[config.mk]
export PLATFORM = sky130hd
export DESIGN_NAME = hrb_top
export DESIGN_NICKNAME = d
export VERILOG_FILES = /design/src/hrb_pkg.sv /design/src/hrb_top.sv
export SDC_FILE = /design/constraint.sdc
export NUM_CORES = 1
export LEC_CHECK = 0
export BUFFER_PORTS_ARGS = -buffer_cell sky130_fd_sc_hd__clkbuf_2
export CAP_MARGIN = 30
export CORE_MARGIN = 10
export CORE_UTILIZATION = 45
export CTS_CLUSTER_SIZE = 25
export DETAILED_ROUTE_END_ITERATION = 8
export PLACE_DENSITY = 0.66
export SYNTH_ARGS = -nofsm -noshare
export SYNTH_HDL_FRONTEND = slang
export SYNTH_SLANG_ARGS = --single-unit
[constraint.sdc]
create_clock -name clk_sys -period 6.7 [get_ports clk_sys]
set_input_delay 0.335 -clock clk_sys [delete_from_list [all_inputs] [get_ports clk_sys]]
set_output_delay 0.335 -clock clk_sys [all_outputs]
set_load 0.02 [all_outputs]
[src/hrb_pkg.sv]
package hrb_pkg;
  // ****************************************
  // Register map
  // ****************************************
  localparam int NREG = 8;
  localparam int BYTE_W = 8;
  localparam logic [2:0] LC_RX_STAT = 3'h5;
  localparam logic [2:0] LC_BUF_CFG = 3'h6;
  localparam logic [2:0] LC_BANK_CTL = 3'h7;
  localparam int RX_EMPTY_BIT = 6;
  localparam int BUF_SIZE_BIT = 1;
  localparam int BANK_LO = 2;
  localparam int SWAP_BIT = 0;
  localparam logic [1:0] BANK_STATION = 2'h0;
  localparam logic [1:0] BANK_HASH = 2'h1;
  localparam logic [1:0] BANK_PORT = 2'h2;
  localparam logic [1:0] BP_DATA_PAIR = 2'h0;
  localparam logic [1:0] BP_TX_PAIR = 2'h1;
  localparam logic [2:0] BP_TX_IDX = 3'h2;
  localparam int TXST_BIT = 7;
  localparam int TX_CNT_W = 7;
  localparam logic [7:0] REG_RST = 8'h00;
  localparam logic [7:0] RX_RSVD = 8'h00;
  // ****************************************
  // Buffer memory layout
  // ****************************************
  localparam logic [15:0] MEM_SMALL = 16'h2000;
  localparam logic [15:0] MEM_LARGE = 16'h8000;
  localparam logic [15:0] TX_BANK = 16'h0800;
  localparam logic [15:0] RX_BASE = 16'h1000;
  localparam logic [15:0] RX_HDR_LEN = 16'h0004;
  // ****************************************
  // States and carriers
  // ****************************************
  typedef enum logic [1:0] {
    TX_IDLE = 2'h0, TX_LEN_LO = 2'h1, TX_LEN_HI = 2'h3, TX_DATA = 2'h2
  } hrb_tx_state_type;
  typedef enum logic [1:0] {
    RX_IDLE = 2'h0, RX_DATA = 2'h1, RX_HDR = 2'h3
  } hrb_rx_state_type;
  typedef enum logic [1:0] {RK_NONE, RK_HOST, RK_TX} hrb_rkind_type;
  typedef struct packed {
    logic [3:0] addr;
    logic [15:0] wdata;
    logic [1:0] be;
    logic wr;
    logic rd;
  } hrb_host_req_type;
  typedef struct packed {
    logic valid;
    logic [7:0] data;
    logic last;
    logic [7:0] status;
  } hrb_rx_in_type;
  typedef struct packed {
    logic valid;
    logic [7:0] data;
    logic last;
  } hrb_tx_out_type;
  typedef struct packed {
    logic [14:0] sram_address_bus;
    logic [7:0] sram_data_bus;
    logic sram_data_oe_n;
    logic sram_chip_select_n;
    logic sram_output_enable_n;
    logic sram_write_enable_n;
  } hrb_sram_out_type;
endpackage

[src/hrb_top.sv]
// The placing of the registers and strobed register access were decided locally.
`timescale 1ns/1ps
// How it works
// - Configuration bit picks 8 KB or 32 KB buffer memory.
// - One byte-wide external memory holds transmit and receive packets.
// - Swap clear: low byte of a word is the first stream byte.
// - Swap set: high byte of a word comes first.
// - Swap only acts in 16-bit word mode.
// - Swap applies to every port word both ways, headers included.
// - Only the data port pair is swapped; other registers keep lanes.
// - Four sets of eight registers, byte or word accessible.
// - Link control set always sits at 00H to 07H.
// - Two-bit bank field picks the set at 08H to 0FH.
// - Upper sets: station address, multicast hash, buffer port.
// - Received packet led by status, reserved byte, then 16-bit length.
// - Two-bank transmit area, ring receive area, pointers kept in hardware.
// - One start command sends every chained packet in turn.
// - Data port at upper offset 08H when bank field is 10.
// - In word mode byte access to the data port is unsupported.
// - Drive 15-bit address and 8-bit two-way memory data.
// - Active-low chip select, output enable and write enable.
module hrb_top
  import hrb_pkg::*;
(
  // Clock, reset, enable
  input wire logic clk_sys,
  input wire logic srst,
  input wire logic ce,
  // Host register port
  input wire hrb_host_req_type host_req,
  output logic [15:0] host_rdata,
  // Bus width strap
  input wire logic word_mode_pin,
  // Network side
  input wire hrb_rx_in_type net_rx,
  output logic net_rx_ready,
  output hrb_tx_out_type net_tx,
  input wire logic net_tx_ready,
  // Buffer memory pins
  output hrb_sram_out_type sram,
  input wire logic [7:0] sram_data_in
);
  // ****************************************
  // Declarations
  // ****************************************
  logic wm_s1, wm;
  logic [7:0] sd_s1, sd;
  logic [7:0] lc [NREG];
  logic [7:0] st [NREG];
  logic [7:0] ht [NREG];
  logic [7:0] bp [NREG];
  logic [1:0] bank;
  logic swap_on, upper, port_hit, port_ok, pw, pr, tx_start;
  logic [15:0] wstream, top;
  logic [7:0] hw0, hw1, pf0, pf1, next_pf0, next_pf1;
  logic [1:0] hw_cnt, pf_cnt, next_pf_cnt;
  logic [15:0] fp, tp, tlen, hr_ptr, wp, hp, rc, rlen;
  logic fb, sb, tx_fly, hr_fly, rx_empty, tx_busy;
  logic [TX_CNT_W-1:0] scnt;
  hrb_tx_state_type txs;
  hrb_rx_state_type rxs;
  logic [7:0] rstat;
  logic [1:0] hcnt;
  logic g_hw, g_hr, g_rx, g_tx, hr_need, tx_need, rx_want, room;
  logic op_we, op_rd;
  logic [15:0] op_addr;
  logic [7:0] op_data, hdr_byte;
  hrb_rkind_type op_kind, rk0, rk1, rk2;
  logic ret_host, ret_tx;

  // Swap is a pure lane exchange, so it costs no cycle either way
  function automatic logic [15:0] swap16(input logic [15:0] w, input logic sw);
    return sw ? {w[7:0], w[15:8]} : w;
  endfunction

  // Ring advance within the receive area
  function automatic logic [15:0] rx_adv(input logic [15:0] p, input logic [15:0] n,
                                         input logic [15:0] t);
    logic [15:0] s;
    s = p + n;
    if (s >= t) begin
      s = s - t + RX_BASE;
    end
    return s;
  endfunction

  // Register byte read, banked above 07H
  function automatic logic [7:0] rb(input logic [2:0] i, input logic up);
    logic [7:0] v;
    v = REG_RST;
    if (!up) begin
      v = lc[i];
      if (i == LC_RX_STAT) begin
        v[RX_EMPTY_BIT] = rx_empty;
      end
    end else begin
      case (bank)
        BANK_STATION: v = st[i];
        BANK_HASH: v = ht[i];
        BANK_PORT: v = (i == BP_TX_IDX) ? {tx_busy, scnt} : bp[i];
        default: v = REG_RST;
      endcase
    end
    return v;
  endfunction

  // ****************************************
  // Pin synchronisers
  // ****************************************
  // Strap and memory data both arrive from outside the clock
  always_ff @(posedge clk_sys) begin
    if (srst) begin
      wm_s1 <= 1'b0;
      wm <= 1'b0;
      sd_s1 <= 8'h00;
      sd <= 8'h00;
    end else if (ce) begin
      wm_s1 <= word_mode_pin;
      wm <= wm_s1;
      sd_s1 <= sram_data_in;
      sd <= sd_s1;
    end
  end

  // ****************************************
  // Host decode
  // ****************************************
  // Bank field read live, so a change steers the very next access
  always_comb begin
    bank = lc[LC_BANK_CTL][BANK_LO +: 2];
    swap_on = lc[LC_BANK_CTL][SWAP_BIT] & wm;
    upper = host_req.addr[3];
    port_hit = upper && bank == BANK_PORT && host_req.addr[2:1] == BP_DATA_PAIR;
    port_ok = wm ? (host_req.be == 2'h3) : (^host_req.be);
    pw = host_req.wr && port_hit && port_ok;
    pr = host_req.rd && port_hit && port_ok;
    wstream = swap16(host_req.wdata, swap_on);
    tx_busy = txs != TX_IDLE;
    tx_start = host_req.wr && upper && bank == BANK_PORT && host_req.addr[2:1] == BP_TX_PAIR
               && host_req.be[0] && host_req.wdata[TXST_BIT] && !tx_busy
               && host_req.wdata[TX_CNT_W-1:0] != '0;
    top = lc[LC_BUF_CFG][BUF_SIZE_BIT] ? MEM_LARGE : MEM_SMALL;
    rx_empty = (hr_ptr == rc) && (pf_cnt == 2'h0);
  end

  // ****************************************
  // Register sets
  // ****************************************
  // Each byte lane lands on its own register, never swapped
  always_ff @(posedge clk_sys) begin
    if (srst) begin
      for (int i = 0; i < NREG; i++) begin
        lc[i] <= REG_RST;
        st[i] <= REG_RST;
        ht[i] <= REG_RST;
        bp[i] <= REG_RST;
      end
    end else if (ce && host_req.wr && !port_hit) begin
      for (int i = 0; i < 2; i++) begin
        if (host_req.be[i]) begin
          if (!upper) begin
            lc[{host_req.addr[2:1], 1'(i)}] <= host_req.wdata[BYTE_W*i +: BYTE_W];
          end else begin
            case (bank)
              BANK_STATION: st[{host_req.addr[2:1], 1'(i)}] <= host_req.wdata[BYTE_W*i +: BYTE_W];
              BANK_HASH: ht[{host_req.addr[2:1], 1'(i)}] <= host_req.wdata[BYTE_W*i +: BYTE_W];
              BANK_PORT: bp[{host_req.addr[2:1], 1'(i)}] <= host_req.wdata[BYTE_W*i +: BYTE_W];
              default: ;
            endcase
          end
        end
      end
    end
  end

  // Read data stands only in the cycle after the strobe
  always_ff @(posedge clk_sys) begin
    if (srst) begin
      host_rdata <= 16'h0000;
    end else if (ce) begin
      if (pr) begin
        host_rdata <= wm ? swap16({pf1, pf0}, swap_on) : {pf0, pf0};
      end else if (host_req.rd && !port_hit) begin
        host_rdata <= {rb({host_req.addr[2:1], 1'b1}, upper), rb({host_req.addr[2:1], 1'b0}, upper)};
      end else begin
        host_rdata <= 16'h0000;
      end
    end
  end

  // ****************************************
  // Memory arbiter
  // ****************************************
  // Host writes first: the holding pair has no spare room
  always_comb begin
    hr_need = !hr_fly && pf_cnt != 2'h2 && hr_ptr != rc;
    tx_need = !tx_fly && (txs == TX_LEN_LO || txs == TX_LEN_HI || (txs == TX_DATA && !net_tx.valid));
    room = rx_adv(wp, 16'h0001, top) != hr_ptr;
    rx_want = (rxs == RX_DATA && net_rx.valid && room) || rxs == RX_HDR;
    g_hw = hw_cnt != 2'h0;
    g_hr = !g_hw && hr_need;
    g_rx = !g_hw && !g_hr && rx_want;
    g_tx = !g_hw && !g_hr && !g_rx && tx_need;
    net_rx_ready = rxs == RX_DATA && g_rx;
    case (hcnt)
      2'h0: hdr_byte = rstat;
      2'h1: hdr_byte = RX_RSVD;
      2'h2: hdr_byte = rlen[7:0];
      default: hdr_byte = rlen[15:8];
    endcase
    op_addr = 16'h0000;
    op_data = 8'h00;
    op_kind = RK_NONE;
    if (g_hw) begin
      op_addr = (fb ? TX_BANK : 16'h0000) + fp;
      op_data = hw0;
    end else if (g_hr) begin
      op_addr = hr_ptr;
      op_kind = RK_HOST;
    end else if (g_rx) begin
      op_addr = (rxs == RX_HDR) ? rx_adv(hp, {14'h0000, hcnt}, top) : wp;
      op_data = (rxs == RX_HDR) ? hdr_byte : net_rx.data;
    end else if (g_tx) begin
      op_addr = (sb ? TX_BANK : 16'h0000) + tp;
      op_kind = RK_TX;
    end
    op_we = (g_hw && fp < TX_BANK) || g_rx;
    op_rd = g_hr || g_tx;
  end

  // Registered pins; reads return three cycles after the grant
  always_ff @(posedge clk_sys) begin
    if (srst) begin
      sram <= '{sram_address_bus: 15'h0000, sram_data_bus: 8'h00, sram_data_oe_n: 1'b1,
                sram_chip_select_n: 1'b1, sram_output_enable_n: 1'b1, sram_write_enable_n: 1'b1};
      rk0 <= RK_NONE;
      rk1 <= RK_NONE;
      rk2 <= RK_NONE;
    end else if (ce) begin
      sram.sram_address_bus <= op_addr[14:0];
      sram.sram_data_bus <= op_data;
      sram.sram_data_oe_n <= !op_we;
      sram.sram_chip_select_n <= !(op_we || op_rd);
      sram.sram_output_enable_n <= !op_rd;
      sram.sram_write_enable_n <= !op_we;
      rk0 <= op_kind;
      rk1 <= rk0;
      rk2 <= rk1;
    end
  end

  assign ret_host = rk2 == RK_HOST;
  assign ret_tx = rk2 == RK_TX;

  // ****************************************
  // Host data port
  // ****************************************
  // Stream order of the write word follows the swap setting
  always_ff @(posedge clk_sys) begin
    if (srst) begin
      hw0 <= 8'h00;
      hw1 <= 8'h00;
      hw_cnt <= 2'h0;
      fp <= 16'h0000;
      fb <= 1'b0;
    end else if (ce) begin
      if (g_hw) begin
        hw0 <= hw1;
        hw_cnt <= hw_cnt - 2'h1;
        if (fp < TX_BANK) begin
          fp <= fp + 16'h0001;
        end
      end
      if (pw) begin
        hw0 <= wm ? wstream[7:0] : (host_req.be[1] ? host_req.wdata[15:8] : host_req.wdata[7:0]);
        hw1 <= wstream[15:8];
        hw_cnt <= wm ? 2'h2 : 2'h1;
      end
      if (tx_start) begin
        fb <= ~fb;
        fp <= 16'h0000;
      end
    end
  end

  // Read-ahead pair, popped by a port read
  always_comb begin
    next_pf0 = pf0;
    next_pf1 = pf1;
    next_pf_cnt = pf_cnt;
    if (pr) begin
      if (wm || pf_cnt == 2'h0) begin
        next_pf_cnt = 2'h0;
      end else begin
        next_pf0 = pf1;
        next_pf_cnt = pf_cnt - 2'h1;
      end
    end
    if (ret_host) begin
      if (next_pf_cnt == 2'h0) begin
        next_pf0 = sd;
      end else begin
        next_pf1 = sd;
      end
      next_pf_cnt = next_pf_cnt + 2'h1;
    end
  end

  always_ff @(posedge clk_sys) begin
    if (srst) begin
      pf0 <= 8'h00;
      pf1 <= 8'h00;
      pf_cnt <= 2'h0;
      hr_fly <= 1'b0;
      hr_ptr <= RX_BASE;
    end else if (ce) begin
      pf0 <= next_pf0;
      pf1 <= next_pf1;
      pf_cnt <= next_pf_cnt;
      if (g_hr) begin
        hr_fly <= 1'b1;
        hr_ptr <= rx_adv(hr_ptr, 16'h0001, top);
      end else if (ret_host) begin
        hr_fly <= 1'b0;
      end
    end
  end

  // ****************************************
  // Transmit engine
  // ****************************************
  // Walks the sent bank packet by packet until the count runs out
  always_ff @(posedge clk_sys) begin
    if (srst) begin
      txs <= TX_IDLE;
      sb <= 1'b0;
      scnt <= '0;
      tp <= 16'h0000;
      tlen <= 16'h0000;
      tx_fly <= 1'b0;
      net_tx <= '0;
    end else if (ce) begin
      if (net_tx.valid && net_tx_ready) begin
        net_tx.valid <= 1'b0;
      end
      if (g_tx) begin
        tx_fly <= 1'b1;
        tp <= tp + 16'h0001;
      end
      if (tx_start) begin
        sb <= fb;
        scnt <= host_req.wdata[TX_CNT_W-1:0];
        tp <= 16'h0000;
        txs <= TX_LEN_LO;
      end
      if (ret_tx) begin
        tx_fly <= 1'b0;
        case (txs)
          TX_LEN_LO: begin
            tlen[7:0] <= sd;
            txs <= TX_LEN_HI;
          end
          TX_LEN_HI: begin
            tlen[15:8] <= sd;
            if ({sd, tlen[7:0]} != 16'h0000) begin
              txs <= TX_DATA;
            end else begin
              scnt <= scnt - 1'b1;
              txs <= (scnt == 1) ? TX_IDLE : TX_LEN_LO;
            end
          end
          TX_DATA: begin
            net_tx <= '{valid: 1'b1, data: sd, last: tlen == 16'h0001};
            tlen <= tlen - 16'h0001;
            if (tlen == 16'h0001) begin
              scnt <= scnt - 1'b1;
              txs <= (scnt == 1) ? TX_IDLE : TX_LEN_LO;
            end
          end
          default: txs <= TX_IDLE;
        endcase
      end
    end
  end

  // ****************************************
  // Receive engine
  // ****************************************
  // Header slot is skipped first and filled once length is known
  always_ff @(posedge clk_sys) begin
    if (srst) begin
      rxs <= RX_IDLE;
      wp <= RX_BASE;
      hp <= RX_BASE;
      rc <= RX_BASE;
      rlen <= 16'h0000;
      rstat <= 8'h00;
      hcnt <= 2'h0;
    end else if (ce) begin
      case (rxs)
        RX_IDLE: begin
          if (net_rx.valid) begin
            wp <= rx_adv(hp, RX_HDR_LEN, top);
            rlen <= 16'h0000;
            rxs <= RX_DATA;
          end
        end
        RX_DATA: begin
          if (g_rx) begin
            wp <= rx_adv(wp, 16'h0001, top);
            rlen <= rlen + 16'h0001;
            if (net_rx.last) begin
              rstat <= net_rx.status;
              hcnt <= 2'h0;
              rxs <= RX_HDR;
            end
          end
        end
        RX_HDR: begin
          if (g_rx) begin
            hcnt <= hcnt + 2'h1;
            if (hcnt == 2'h3) begin
              hp <= wp;
              rc <= wp;
              rxs <= RX_IDLE;
            end
          end
        end
        default: rxs <= RX_IDLE;
      endcase
    end
  end
endmodule

==> results.txt <==
The number of remaining DRC errors is 0. The final worst-path setup slack is 0.233 ns. The worst path needs 6.47 ns of the cycle, external delays included. For this run, the top clock speed supported by timing is 155 MHz.

Compared with the post-synthesis result, the final layout area differs by 12.0%. The logic gate share of total power is 23.6%. The overall overflow remaining after global route came out at 0. The detailed-route vias per instance is 5.96. The number of max-slew violations in the final report came out at 0. The finished layout cell area is approximately 33000 sq um. The average wire length per cell after detail routing is 21.4 microns. The post-route netlist has 12.6% of its cells at a drive strength greater than 1. The tree built by TritonCTS fans out to 493 sinks. The final setup TNS is 0 ns. The startpoint kind of the worst setup timing path is a register. The synthesized netlist cell count came out at roughly 3k. The part of the power in the clock network came out at between 30% and 40%. The via count is roughly 24k. The clock insertion delay at the later pin of the skew report came out at a little over 0.6 ns. At the worst endpoint, the required time is 6.36 ns. The worst slew margin relative to its limit came out at 30.7%. Yosys printed 0 warnings. In this run the worst hold path is classified as input port to register. Setup repair after global routing left no endpoint under its margin. The arrival time reported for the critical path endpoint came out at 6.13 ns. The worst setup path is of the register to primary output kind. The number of setup buffers added after CTS is 0.

The final antenna diode count came out at 0. The area after detailed placement is 30700 sq um. The maximum clock path buffer count came out at 3.

The number of global-route vias before repair came out at approximately 24k. The number of H-tree levels is 2. Counting flops and latches in the post-synthesis netlist gives 493. The tree is rooted in a sky130_fd_sc_hd__clkbuf_16. The final layout contains 3322 nets. The internal portion of the total power is 5890 uW. The measured slew at the worst slew-check pin is between 1 and 1.5 ns. The max-capacitance violation count came out at 0.

Summed over all layers, the routed wires come to 86700 microns. The fraction of the cycle the final worst path needs is a little over nine tenths. The unique cell type count in the Yosys netlist is 95. Global routing used 22.5% of the available tracks. Measured along the y axis, the die boundary spans 274 microns. The part of the total power dissipated in sequential elements came out at 41.2%.

The power density over the cells is approximately 260 nW/um^2. The register clock-pin slew on the reported worst setup and hold paths came out at 0.06 ns. The number of buffers created by CTS is 54. TritonCTS built the clock tree. The first global-routing pass estimated between 100000 and 150000 microns of wire. The count of routing violations after the opening detailed-route iteration came out at 2028. Sequential elements use approximately 42% of the synthesized area. The count of input and output buffers came out at 107. The number of primary I/O pins is 109. In this run the static leakage power is 0.0126 uW.

The number of core rows is 93. The die outline width came out at 274 microns. Of all nets on the critical path, the largest fanout is 14.

The post-synth design cell area came out at between 20000 and 30000 sq um. The switching power share of the total is 31.8%. Clock skew on the completed layout was measured at 0.0268 ns.

After floorplanning, the core was sized to cover 64200 sq um. The setup-violating endpoint count in the final report is 0. The initial standard-cell utilization of the core came out at ~45%. Before CTS, the worst setup slack after placement is 0.436 ns.

The half-perimeter wire length after detailed placement is 62700 microns. The number of enable flip-flop cells after synthesis is about 250. The initial antenna violation count was 1. Routability-driven placement finished with a final weighted congestion of 0.934.

The first TritonRoute pass finished after 6 iterations. The average cell area after synthesis is 9.44 sq um. The critical path capture point type is a primary output. The maximum ir drop on the vdd rail came out at 223 uV. For this design the total switching power over the nets is about 2700 uW. The number of failing hold endpoints at the final stage was 0. Among all flip-flop cells after synthesis, the most frequent one is sky130_fd_sc_hd__dfxtp_1. The pin count of the biggest net entering global routing is 84. The run finished with clean final reports. The remaining number of nets flagged by the antenna check after routing is 0. After synthesis, the share of flip-flops with an asynchronous set or reset is 0%. The final core area utilization came out at between 50% and 60%. The area of the die is 75300 sq um.
cell usage after synthesis (all sizes together), types with 17 or more instances:
master	instances	area share [%]
xnor2	96	2.9
and2	234	5.0
ha	106	4.6
nor2b	17	0.37
nor3	61	1.0
mux4	61	4.7
o21a	19	0.49
or4	17	0.45
o31ai	20	0.58
a211oi	37	0.97
nor2	299	3.9
clkbuf	178	2.3
or3	19	0.41
a221oi	26	0.78
dfxtp	248	17
o22ai	24	0.52
nor4	21	0.45
inv	108	1.4
nand2b	18	0.39
and3	26	0.56
o21ai	176	3.0
nand2	270	3.5
mux2i	108	3.7
buf	41	0.67
edfxtp	245	25
nand3	70	1.2
xor2	45	1.4
o211ai	23	0.61
a21oi	186	3.2
nand4	32	0.75
a22oi	30	0.77
a311oi	18	0.54
a21o	21	0.54
routing by layer:
layer / global-route usage, % / vias to the layer above / share of wire [%]
met4: 8.94 / 2 / 4.0
met1: 29.2 / 11687 / 42
met2: 37.2 / 965 / 47
met3: 3.50 / 192 / 7.4
met5: 0 / - / 0.010
li1: - / 11308 / -
worst paths after layout:
path                         from      endpoint  slack (ns)  cells after the start
setup / recovery            wp[2]  net_rx_ready        0.23                     17
hold / removal    sram_data_in[7]      sd_s1[7]        0.02                      3
setup reg to reg            wp[2]      sram[15]        0.39                     17
hold reg to reg         net_tx[1]     net_tx[1]        0.46                      2
power by group through the flow:
stage                     clock network [uW]  logic (uW)  registers (uW)
after floorplan                            0        1500            3450
after global placement                     0        1940            3610
after detailed placement                   0        2000            3620
after CTS                               3080        2020            3550
after global routing                    3200        2230            3570
final                                   3040        2040            3560
per-stage QoR:
| step | hold WS [ns] | total power [uW] | std cells |
|---|---|---|---|
| after detailed placement | 0.451 | 5610 | 3944 |
| final | 0.0153 | 8640 | 4056 |
| after CTS | 0.00759 | 8650 | 4056 |
| after global placement | 0.444 | 5550 | 3924 |
| after floorplan | 0.436 | 4950 | 3100 |
| after global routing | 0.0414 | 8990 | 4056 |
sequential cells by signal, indices dropped and copies added (netlist names), 10 cells and up, named ones only:
register,count
tlen,16
rlen,16
rc,16
ht,64
lc,63
hr_ptr,16
wp,16
bp,54
host_rdata,16
fp,16
net_tx,10
sram,26
st,64
tp,15
critical path, cell delays in order (launching register included):
cell	delay (ns)
sky130_fd_sc_hd__dfxtp_1	0.65
sky130_fd_sc_hd__and4_1	0.44
sky130_fd_sc_hd__nand2_1	0.14
sky130_fd_sc_hd__xor2_1	0.29
sky130_fd_sc_hd__inv_1	0.07
sky130_fd_sc_hd__ha_1	0.34
sky130_fd_sc_hd__or2_2	0.35
sky130_fd_sc_hd__maj3_1	0.37
sky130_fd_sc_hd__o22ai_1	0.13
sky130_fd_sc_hd__o221a_2	0.31
sky130_fd_sc_hd__o21ai_1	0.13
sky130_fd_sc_hd__a221o_1	0.37
sky130_fd_sc_hd__a2111o_1	0.44
sky130_fd_sc_hd__or4_4	0.60
sky130_fd_sc_hd__o31ai_4	0.45
sky130_fd_sc_hd__nor4_1	0.11
sky130_fd_sc_hd__buf_4	0.19
sky130_fd_sc_hd__clkbuf_2	0.15
cell usage in the layout, fill, tap and decap left out, drive strengths merged, types with 30 or more instances in the layout:
cell type and count:
mux4 61, ha 106, a22oi 30, a211oi 37
xnor2 96, nor2 299, nand4 32, edfxtp 245
mux2i 108, xor2 45, nand3 70, nor3 61
o21ai 176, nand2 270, a21oi 186, buf 104
inv 109, clkbuf 173, dfxtp 248, and2 234
area by class of cell:
cell class	instances	area, sq um
Tap cell	855	1070
Timing Repair Buffer	220	1420
Inverter	111	417
Fill cell	5799	31600
Clock inverter	30	302
Clock buffer	70	1500
Multi-Input combinational cell	2277	15600
Sequential cell	493	12300
cells by family after synthesis:
group / after synthesis / share of synthesized area, %
fa+ha+maj: 112 / 4.90
xor+xnor: 150 / 4.96
flops: 493 / 42.3
compound gates: 700 / 15.6
buf+inv: 330 / 4.40
other cells: 1 / 0.0129
simple gates: 1126 / 19.1
mux: 175 / 8.66
timing repair:
item	CTS	global route
gates resized for setup	0	1
hold buffers	12	0
hold endpoints to repair	12	0
setup endpoints to repair	0	4
(Power assumes the default switching activity.)
